$ cat config.mk
export PLATFORM = sky130hd
export DESIGN_NAME = pbw_stepper
export DESIGN_NICKNAME = d
export VERILOG_FILES = /design/src/verilog/pbw_pkg.sv /design/src/verilog/pbw_press.sv /design/src/verilog/pbw_stepper.sv
export SDC_FILE = /design/constraint.sdc
export NUM_CORES = 1
export LEC_CHECK = 0
export ABC_AREA = 1
export BUFFER_PORTS_ARGS = -buffer_cell sky130_fd_sc_hd__buf_4
export CAP_MARGIN = 5
export CORE_ASPECT_RATIO = 1.2
export CORE_UTILIZATION = 55
export DETAILED_ROUTE_END_ITERATION = 10
export PLACE_DENSITY = 0.68
export SLEW_MARGIN = 5
export SYNTH_ARGS = -nofsm -noshare
export SYNTH_HDL_FRONTEND = slang
export SYNTH_SLANG_ARGS = --single-unit
$ cat constraint.sdc
create_clock -name clk_i -period 7.5 [get_ports clk_i]
set_input_delay 0.75 -clock clk_i [delete_from_list [all_inputs] [get_ports clk_i]]
set_output_delay 0.75 -clock clk_i [all_outputs]
set_load 0.1 [all_outputs]
$ cat src/verilog/pbw_pkg.sv
package pbw_pkg;
  // Clock rate and documented times.
  localparam int unsigned CLK_HZ = 50000000;
  localparam int unsigned DEBOUNCE_MS = 8;
  localparam int unsigned AUTOSCAN_HOLD_MS = 1000;
  localparam int unsigned AUTOSCAN_STEP_MS = 140;
  localparam int unsigned AUTOSAVE_IDLE_MS = 1000;
  localparam int unsigned SAVE_LOCK_MS = 20;
  // Cycle counts derived from the times above.
  localparam int unsigned DEBOUNCE_CYC = (CLK_HZ / 1000) * DEBOUNCE_MS + 1;
  localparam int unsigned AUTOSCAN_HOLD_CYC =
    (CLK_HZ / 1000) * AUTOSCAN_HOLD_MS + 1;
  localparam int unsigned AUTOSCAN_STEP_CYC =
    (CLK_HZ / 1000) * AUTOSCAN_STEP_MS;
  localparam int unsigned AUTOSAVE_IDLE_CYC =
    (CLK_HZ / 1000) * AUTOSAVE_IDLE_MS;
  localparam int unsigned SAVE_LOCK_CYC = (CLK_HZ / 1000) * SAVE_LOCK_MS;
  // Wiper code layout: 6-bit code plus the two extra end positions.
  localparam int unsigned CODE_W = 6;
  localparam logic [1:0] SCALE_NORMAL = 2'h0;
  localparam logic [1:0] SCALE_BOTTOM = 2'h1;
  localparam logic [1:0] SCALE_TOP = 2'h2;
  localparam logic [CODE_W-1:0] CODE_ZERO = 6'h00;
  localparam logic [CODE_W-1:0] CODE_FULL = 6'h3f;
  localparam logic [CODE_W-1:0] CODE_MID = 6'h20;
  localparam int unsigned TMR_W = 32;
  // Per-button press tracker states.
  typedef enum logic [1:0] {
    PBW_BTN_IDLE = 2'b00,
    PBW_BTN_DEB = 2'b01,
    PBW_BTN_HELD = 2'b10,
    PBW_BTN_SCAN = 2'b11
  } pbw_btn_state_t;
endpackage

$ cat src/verilog/pbw_press.sv
module pbw_press
  import pbw_pkg::*;
#(
  parameter int unsigned DEB_CYC = pbw_pkg::DEBOUNCE_CYC,
  parameter int unsigned HOLD_CYC = pbw_pkg::AUTOSCAN_HOLD_CYC,
  parameter int unsigned STEP_CYC = pbw_pkg::AUTOSCAN_STEP_CYC
)
(
  input wire logic clk_i,
  input wire logic rst_n_i,
  input wire logic btn_i,
  input wire logic lock_i,
  output logic step_o,
  output logic valid_o
);
  pbw_btn_state_t state_q, state_d;
  logic [TMR_W-1:0] tmr_q, tmr_d;

  // Debounce, single step, then auto-scan while the press is held.
  always_comb
  begin
    state_d = state_q;
    tmr_d = tmr_q + 32'h1;
    step_o = 1'b0;
    if (!btn_i || lock_i)
    begin
      state_d = PBW_BTN_IDLE; // [RULE1] [RULE19]
      tmr_d = '0;
    end
    else
    begin
      unique case (state_q)
        PBW_BTN_IDLE:
        begin
          state_d = PBW_BTN_DEB;
          tmr_d = 32'h1;
        end
        PBW_BTN_DEB:
          if (tmr_q >= DEB_CYC[TMR_W-1:0])
          begin
            state_d = PBW_BTN_HELD;
            step_o = 1'b1; // [RULE2]
          end
        PBW_BTN_HELD:
          if (tmr_q >= HOLD_CYC[TMR_W-1:0])
          begin
            state_d = PBW_BTN_SCAN; // [RULE3]
            step_o = 1'b1;
            tmr_d = 32'h1;
          end
        PBW_BTN_SCAN:
          if (tmr_q >= STEP_CYC[TMR_W-1:0])
          begin
            step_o = 1'b1; // [RULE4]
            tmr_d = 32'h1;
          end
      endcase
    end
  end

  // Press tracker registers.
  always_ff @(posedge clk_i or negedge rst_n_i)
  begin
    if (!rst_n_i)
    begin
      state_q <= PBW_BTN_IDLE;
      tmr_q <= '0;
    end
    else
    begin
      state_q <= state_d;
      tmr_q <= tmr_d;
    end
  end

  assign valid_o = (state_q == PBW_BTN_HELD) || (state_q == PBW_BTN_SCAN);
endmodule

$ cat src/verilog/pbw_stepper.sv
// Notes on behaviour
// [RULE1] Up highs shorter than 8 ms ignored.
// [RULE2] Up high beyond 8 ms steps once.
// [RULE3] Up held over 1 s enters auto-scan.
// [RULE4] Auto-scan steps every 140 ms until release.
// [RULE5] Down button mirrors up, decrementing.
// [RULE6] Buttons active high; low means idle.
// [RULE7] Code 0x20 selects midscale tap.
// [RULE8] Extra bottom and top positions beyond ends.
// [RULE9] Bottom scale holds against further down steps.
// [RULE10] Top scale holds against further up steps.
// [RULE11] Buttons ignored during nonvolatile save.
// [RULE12] Power-up loads last saved position.
// [RULE13] Autosave pin sampled at power-up, active low.
// [RULE14] Autosave pin signals end of scale.
// [RULE15] Autosave after one idle second.
// [RULE16] Manual save when pin low over 8 ms.
// [RULE17] End pin high while button active there.
// [RULE18] Position is a 6-bit tap code.
// [RULE19] Release clears hold timer, restarts debounce.
module pbw_stepper
  import pbw_pkg::*;
#(
  parameter int unsigned DEB_CYC = pbw_pkg::DEBOUNCE_CYC,
  parameter int unsigned HOLD_CYC = pbw_pkg::AUTOSCAN_HOLD_CYC,
  parameter int unsigned STEP_CYC = pbw_pkg::AUTOSCAN_STEP_CYC,
  parameter int unsigned IDLE_CYC = pbw_pkg::AUTOSAVE_IDLE_CYC,
  parameter int unsigned LOCK_CYC = pbw_pkg::SAVE_LOCK_CYC
)
(
  input wire logic clk_i,
  input wire logic reset_n_i,
  input wire logic step_up_button_i,
  input wire logic step_down_button_i,
  input wire logic autosave_enable_n_i,
  output logic autosave_enable_n_o,
  output logic autosave_enable_n_oe,
  input wire logic [pbw_pkg::CODE_W-1:0] nvm_code_i,
  input wire logic [1:0] nvm_scale_i,
  output logic [pbw_pkg::CODE_W-1:0] wiper_position_register_o,
  output logic bottom_scale_step_o,
  output logic top_scale_step_o,
  output logic nvm_write_o,
  output logic [pbw_pkg::CODE_W-1:0] nvm_code_o,
  output logic [1:0] nvm_scale_o,
  output logic locked_o,
  output logic autosave_on_o
);
  logic rst_s1_q, rst_n_q;
  logic started_q, started_d;
  logic auto_q, auto_d;
  logic [CODE_W-1:0] code_q, code_d;
  logic [1:0] scale_q, scale_d;
  logic [TMR_W-1:0] idle_q, idle_d;
  logic [TMR_W-1:0] lock_q, lock_d;
  logic lock_on_q, lock_on_d;
  logic wr_q, wr_d;
  logic oe_q, oe_d;
  logic [1:0] btn;
  logic [1:0] step;
  logic [1:0] valid;
  logic man_valid, man_q, man_d;
  logic man_req;
  logic bot_q, bot_d, top_q, top_d, drv_q, drv_d;

  // Reset release through two flip-flops.
  always_ff @(posedge clk_i or negedge reset_n_i)
  begin
    if (!reset_n_i)
    begin
      rst_s1_q <= 1'b0;
      rst_n_q <= 1'b0;
    end
    else
    begin
      rst_s1_q <= 1'b1;
      rst_n_q <= rst_s1_q;
    end
  end

  assign btn[0] = step_up_button_i; // [RULE6]
  assign btn[1] = step_down_button_i;
  // Manual save input is the active-low pin, only when autosave is off.
  assign man_req = !auto_q && started_q && !autosave_enable_n_i;

  // One press tracker per button, plus one for the manual save pin.
  genvar g;
  generate
    for (g = 0; g < 2; g++)
    begin : gen_btn
      pbw_press #(
        .DEB_CYC(DEB_CYC),
        .HOLD_CYC(HOLD_CYC),
        .STEP_CYC(STEP_CYC)
      ) u_press (
        .clk_i(clk_i),
        .rst_n_i(rst_n_q),
        .btn_i(btn[g]),
        .lock_i(lock_on_q), // [RULE11]
        .step_o(step[g]), // [RULE5]
        .valid_o(valid[g])
      );
    end
  endgenerate

  pbw_press #(
    .DEB_CYC(DEB_CYC),
    .HOLD_CYC(HOLD_CYC),
    .STEP_CYC(STEP_CYC)
  ) u_man (
    .clk_i(clk_i),
    .rst_n_i(rst_n_q),
    .btn_i(man_req),
    .lock_i(lock_on_q),
    .step_o(),
    .valid_o(man_valid) // [RULE16]
  );

  // Wiper position, saving and end-of-scale indication.
  always_comb
  begin
    started_d = 1'b1;
    auto_d = auto_q;
    code_d = code_q;
    scale_d = scale_q;
    idle_d = idle_q;
    lock_d = lock_q;
    lock_on_d = lock_on_q;
    wr_d = 1'b0;
    oe_d = oe_q;
    man_d = man_valid;
    if (!started_q)
    begin
      auto_d = !autosave_enable_n_i; // [RULE13]
      code_d = nvm_code_i; // [RULE12]
      scale_d = nvm_scale_i;
      idle_d = '0;
    end
    else if (lock_on_q)
    begin
      // Count out the save time; buttons are held off meanwhile.
      if (lock_q >= LOCK_CYC[TMR_W-1:0] - 32'h1)
      begin
        lock_on_d = 1'b0; // [RULE11]
        lock_d = '0;
      end
      else
      begin
        lock_d = lock_q + 32'h1;
      end
      // Idle time is kept, so one quiet spell leads to one save only.
    end
    else
    begin
      if (step[0])
      begin
        if (scale_q == SCALE_BOTTOM)
          scale_d = SCALE_NORMAL;
        else if (scale_q == SCALE_NORMAL && code_q == CODE_FULL)
          scale_d = SCALE_TOP; // [RULE8]
        else if (scale_q == SCALE_NORMAL)
          code_d = code_q + 6'h01; // [RULE18]
        // Top scale: no change. [RULE10]
      end
      else if (step[1])
      begin
        if (scale_q == SCALE_TOP)
          scale_d = SCALE_NORMAL;
        else if (scale_q == SCALE_NORMAL && code_q == CODE_ZERO)
          scale_d = SCALE_BOTTOM; // [RULE8]
        else if (scale_q == SCALE_NORMAL)
          code_d = code_q - 6'h01;
        // Bottom scale: no change. [RULE9]
      end
      // Idle timer restarts on any button activity.
      if (btn[0] || btn[1])
        idle_d = '0;
      else if (idle_q < IDLE_CYC[TMR_W-1:0])
        idle_d = idle_q + 32'h1;
      if (auto_q && idle_q == IDLE_CYC[TMR_W-1:0] - 32'h1)
      begin
        wr_d = 1'b1; // [RULE15]
        lock_on_d = 1'b1;
        idle_d = IDLE_CYC[TMR_W-1:0];
      end
      else if (man_valid && !man_q)
      begin
        wr_d = 1'b1; // [RULE16]
        lock_on_d = 1'b1;
      end
    end
    // In autosave mode only, end pin high while at an end with a button pressed into it.
    oe_d = auto_q && started_q &&
           ((scale_d == SCALE_TOP && btn[0]) ||
            (scale_d == SCALE_BOTTOM && btn[1])); // [RULE14] [RULE17]
    // End flags and the pin drive level are registered outputs.
    bot_d = scale_d == SCALE_BOTTOM; // [RULE8]
    top_d = scale_d == SCALE_TOP;
    drv_d = 1'b1;
  end

  // Position and control registers.
  always_ff @(posedge clk_i or negedge rst_n_q)
  begin
    if (!rst_n_q)
    begin
      started_q <= 1'b0;
      auto_q <= 1'b0;
      code_q <= CODE_MID; // [RULE7]
      scale_q <= SCALE_NORMAL;
      idle_q <= '0;
      lock_q <= '0;
      lock_on_q <= 1'b0;
      wr_q <= 1'b0;
      oe_q <= 1'b0;
      man_q <= 1'b0;
      bot_q <= 1'b0;
      top_q <= 1'b0;
      drv_q <= 1'b1;
    end
    else
    begin
      started_q <= started_d;
      auto_q <= auto_d;
      code_q <= code_d;
      scale_q <= scale_d;
      idle_q <= idle_d;
      lock_q <= lock_d;
      lock_on_q <= lock_on_d;
      wr_q <= wr_d;
      oe_q <= oe_d;
      man_q <= man_d;
      bot_q <= bot_d;
      top_q <= top_d;
      drv_q <= drv_d;
    end
  end

  assign wiper_position_register_o = code_q;
  assign bottom_scale_step_o = bot_q;
  assign top_scale_step_o = top_q;
  assign nvm_write_o = wr_q;
  assign nvm_code_o = code_q;
  assign nvm_scale_o = scale_q;
  assign locked_o = lock_on_q;
  assign autosave_on_o = auto_q;
  assign autosave_enable_n_o = drv_q;
  assign autosave_enable_n_oe = oe_q;
endmodule

Yosys cells after proc, flatten, opt, wreduce, memory -nomap -nowiden
Index checks and enable logic that the tools add are counted.

cells by class
  multiplexer cells = 64
  reduce and logical (&&, ||, !) cells = 36
  $lt $le $gt $ge = 11
  add/sub/neg operators = 7
  equality and inequality tests = 30

operators by type and width
  kind                                                                                   count
  32-bit two-way mux                                                                     15
  32-bit one-hot mux with 3 select lines                                                 3
  32-bit by 1-bit adder with 32-bit output, second input constant                        5
  32-bit by 19-bit greater-or-equal comparator with 1-bit output, second input constant  3
  32-bit by 23-bit greater-or-equal comparator with 1-bit output, second input constant  3
  32-bit by 26-bit greater-or-equal comparator with 1-bit output, second input constant  3
  6-bit two-way mux                                                                      10
  2-bit two-way mux                                                                      17
  32-bit by 26-bit equality test with 1-bit output, second input constant                1
  32-bit by 20-bit greater-or-equal comparator with 1-bit output, second input constant  1
  32-bit by 26-bit less-than comparator with 1-bit output, second input constant         1
  3-bit by 1-bit != test with 1-bit output, second input constant                        7
  2-bit one-hot mux with 3 select lines                                                  3
  2-bit equality test, second input constant                                             8
  1-bit two-way mux                                                                      14
  3-bit != test, second input constant                                                   4
  4-bit nonzero test                                                                     3
  2-bit by 1-bit equality test with 1-bit output, second input constant                  5
  1-bit logical AND                                                                      10
  3-bit AND reduction                                                                    3
  2-bit logical NOT                                                                      4
  8-bit AND reduction                                                                    1
  6-bit by 1-bit adder with 6-bit output, second input constant                          1
  6-bit equality test, second input constant                                             1
  other kinds (9)                                                                        22

storage, ports and cells
  logic and storage cells = 168
  register bits after elaboration = 184
  input port bits = 13
  output and inout bits = 21

Longest topological paths before layout
  word-level depth = 12
  gate-level depth with buffers = 26
  gate-level depth less buffers = 26

Cells and area by module
Synthesis repeated with hierarchy kept, for this count alone.

unflattened totals
  cell total of the unflattened synthesis = 1791
  area total of the unflattened synthesis = 12528.3 sq um

by module, submodules not included
  module                               sequential area each (sq um)  cells each  area each (sq um)  instances
  pbw_press at gen_btn[1].u_press ...  850.8                         398         2705.1             2
  pbw_stepper                          2053.2                        684         4829.6             1
  pbw_press at gen_btn[0].u_press      850.8                         311         2288.4             1

Worst setup path after synthesis
Ideal clock, no wire load.

  kind = reg-to-reg
  from = register lock_on_q, in the netlist locked_o
  to = register code_q[5], in the netlist nvm_code_o[5]
  required time = 7419 ps
  setup time = 81 ps
  arrival time = 2697 ps
  stages on the path, launching flop included = 17
  setup slack = 4722 ps
  path buffers = 0
  cell sequence = dfrtp_1 nor2_1 inv_1 nor2_1 nand2_2 ha_1 a21oi_1 nand2_1 a21oi_1 nor2_1 nor2_1 xor2_1 o21ai_0 nand2_1 nand2_1 nand2_1 o21ai_1

on the way
  cells in the longest elaborated chain, start to end = 5

ends and longest elaborated chain
  what                                                                         line                source
  start, declared                                                              pbw_stepper.sv:56   logic lock_on_q, lock_on_d;
  start signal, assigned                                                       pbw_stepper.sv:229  lock_on_q <= lock_on_d;
  parallel branches: the longest is 5 deep, another holds 8-bit AND reduction  --
  end signal, assigned                                                         pbw_stepper.sv:225  code_q <= code_d;
  end, declared                                                                pbw_stepper.sv:52   logic [CODE_W-1:0] code_q, code_d;

Parallel ways; which one is timed is not known. The select of a mux whose other input is x is not followed.
A chain may end at the register's enable or synchronous reset.

Worst setup path in the final report
  from = register gen_btn[0].u_press.tmr_q[0]
  to = register code_q[5], in the netlist nvm_code_o[5]

on the way
  cells in the longest elaborated chain, start to end = 7

ends and longest elaborated chain
  what                                                                                    line                                               source
  start, declared                                                                         pbw_press.sv:17                                    logic [TMR_W-1:0] tmr_q, tmr_d;
  start signal, assigned                                                                  pbw_press.sv:72                                    tmr_q <= tmr_d;
  32-bit by 23-bit greater-or-equal comparator with 1-bit output (tied with other cells)  pbw_press.sv:52                                    if (tmr_q >= STEP_CYC[TMR_W-1:0])
  1-bit two-way mux, on equally long branches                                             pbw_press.sv:52, pbw_press.sv:39, pbw_press.sv:45
  1-bit one-hot mux with 3 select lines *                                                 pbw_press.sv:32                                    unique case (state_q)
  1-bit two-way mux *                                                                     pbw_press.sv:25                                    if (!btn_i || lock_i)
  parallel branches: the longest is 3 deep, another holds 8-bit AND reduction             --

Every way passes the cells marked *. The select of a mux whose other input is x is not followed.

==> run metrics <==
outcome finished, final reports clean; Pre-Repair DR Iteration Count 7; die span in y around 150 µm; post-synth top area cell dfrtp_1; clk_skew 0.0151 ns; flops & latches, synth around 180; Post-CTS Hold Buffers 0; critical path data required time between 7 and 8 ns; DR vias/cell 5.31; CTS Buf Count 17; count of unique library cells instantiated by Yosys 56; share of the synthesized area in the top cell type a little over two fifths; Mapped Cells around 1400; vias in the first global route 8811; gr usage total 24.7%; via count 9057; ranking of synthesized cells by area dfrtp_1 43%, nand2_1 8.7%, nor2_1 8.2%; CP max-delay cell dfrtp_1; gpl congestion roughly 0.85; Worst-Skew Late Latency between 0.4 and 0.5 ns; Post-CTS Setup Bufs 0; largest net degree at the start of global routing 73; ANT cells 0; Reg2Reg Setup Slack 4.45 ns; Mapped Area ~0.011 mm²; Initial Util 56.5%; Root Driver clkbuf_16; HP Class input pin to async pin; FMAX about 330 MHz; WP data arrival roughly 3.4 ns; first-pass GRT wire length roughly 40 mm; Leakage ~5.1 nW; floorplan row count 55; Top Layer Used met4; detailed placer's ending HPWL 16.7 mm; Clock Sinks between 150 and 200; delay of the slowest critical-path stage between 0.4 and 0.5 ns; initial antenna violation count 0; Core ar. 0.0189 mm²; RSZ-0062 raised after global routing no; IO buf count 32; CP Launch Type flip-flop; Primary FF master, synth dfrtp_1; Post-synth ARST share 100%; endpoints failing setup 0; Fillers 1769; Clk pin slew, worst setup/hold paths roughly 0.070 ns; H-tree depth 4; total power around 2.8 mW; setup TNS 0 ns; 1st-iter DRT viols between 400 and 500; Max Root-Sink Buffers 2; Post-Synthesis Mean Instance Area between 7 and 8 µm²; Critical Path End Type flip-flop; Worst Path Max Fanout 8; Least-Margin Pin Slew 0.911 ns; fraction of layout cells with a size suffix above 1 around a tenth; Syn. warnings 0; DRC 0; Die X-Extent 129 µm; total gr overflow 0; area grow syn2layout 9.52%; cts repair resizes 0; Final Hold Vio Count 0; met2 WL around 11 mm; Tcrit/Tclk final 40.7%; Metal-1 WL between 10 and 15 mm; ANT nets after route 0; Peak VDD IR just under 300 µV; max-cap violation count 0; sequential fraction of the synthesis area about 43%; relative slew slack between 30% and 40%; routed wire length 23.0 mm; Final Critical Period 3.05 ns; fin. max-slew vios 0; CP Class flip-flop to flip-flop; final layout net count 1479; met3 wire length around 830 µm; PD cells ~240 mW/mm²; EDFF count, synth 0; TritonCTS clock tree built; DIE AREA 0.0200 mm²; # IOs 34; routed len/inst between 10 and 15 µm; crit-path most repeated cell nand2_1
==> through the flow <==
step	instance area (µm²)	std cells	worst slack, ns	utilization (%)	hold WS, ns
5_1_grt	11700	1705	4.02	61.9	0.0754
6_report	11700	1705	4.45	61.9	0.0836
3_3_place_gp	11200	1674	4.50	59.0	0.342
3_5_place_dp	11200	1674	4.46	59.0	0.337
4_1_cts	11700	1705	4.45	61.9	0.0753
2_1_floorplan	10700	1407	1.99	-	0.331
==> layout by cell type (no fill, tap or decap), drive strengths merged, types with 28 or more instances in the layout <==
master / instances
inv: 197
nor3: 85
a21oi: 48
nand3: 63
nand2: 256
buf: 37
nand4: 40
ha: 28
dfrtp: 183
o21ai: 86
xor2: 45
nor2: 246
==> worst paths after layout <==
check,startpoint,to,cells past startpoint
worst max register to register,gen_btn[0].u_press.tmr_q[0],nvm_code_o[5],26
max in group asynchronous,rst_n_q,gen_btn[1].u_press.tmr_q[14],1
worst min register to register,rst_n_q,lock_q[30],0
min in group clk_i,rst_s1_q,rst_n_q,0
worst min-delay path,reset_n_i,rst_n_q,1
worst max-delay path,gen_btn[0].u_press.tmr_q[0],nvm_code_o[5],26
==> metal layers <==
layer,GRT usage [%],up-vias
met5,0,-
met4,8.96,0
met3,3.56,35
met2,41.1,167
met1,32.5,4215
li1,-,4640
==> worst max-delay path, delay by kind of cell (launching register included) <==
kind	cells	cell delay (ns)
DFF	1	0.42
buffers and inverters	2	0.15
xor gates and xnor gates	1	0.18
adders and majority gates	2	0.48
and+or+nand+nor	17	1.28
AOI/OAI and AO/OA	4	0.45
==> area by class of cell <==
type / count / area, µm² / share of cell area [%]
multi-input combinational: 1001 / 5220 / 44.5
clock buffer: 22 / 464 / 3.96
timing repair buffer: 37 / 278 / 2.37
clock inverter: 9 / 91.3 / 0.779
tap: 256 / 320 / 2.73
inverter: 196 / 736 / 6.28
sequential: 184 / 4610 / 39.3
==> synth_stat cells, drive strengths merged, types with 4 or more instances <==
cell type,number
o21ai,86
dfrtp,183
nor3,85
nand3,63
and3,5
buf,18
a211oi,6
nor3b,20
nand2,256
ha,28
nand4,40
xnor2,14
nor4,19
o211ai,5
xor2,45
o22ai,4
a31oi,8
a21oi,48
inv,195
clkbuf,8
nor2,246
==> report_power, final <==
| group | total, mW | switching, mW | internal [mW] |
|---|---|---|---|
| logic | 0.766 | 0.569 | 0.197 |
| clock network | 0.867 | 0.392 | 0.476 |
| registers | 1.12 | 0.0693 | 1.05 |
| total | 2.76 | 1.03 | 1.73 |
==> kinds of logic after synthesis <==
group / count (synthesis) / synth area share [%]
fa+ha+maj: 29 / 3.46
xor+xnor: 59 / 4.83
buf+inv: 222 / 8.24
compound gates: 170 / 8.78
other cells: 1 / 0.0350
simple gates: 740 / 31.6
flops: 184 / 43.0
==> sequential cells by signal, indices dropped and copies added, names as in the netlist <==
| signal | flops |
|---|---|
| gen_btn.u_press.tmr_q | 64 |
| idle_q | 32 |
| lock_q | 32 |
| u_man.tmr_q | 32 |
| nvm_code_o | 6 |
| gen_btn.u_press.state_q | 4 |
| nvm_scale_o | 2 |
| u_man.state_q | 2 |
| autosave_enable_n_oe | 1 |
| autosave_on_o | 1 |
| bottom_scale_step_o | 1 |
| locked_o | 1 |
| man_q | 1 |
| nvm_write_o | 1 |
| rst_n_q | 1 |
| rst_s1_q | 1 |
| started_q | 1 |
| top_scale_step_o | 1 |
(Power assumes the default switching activity.)
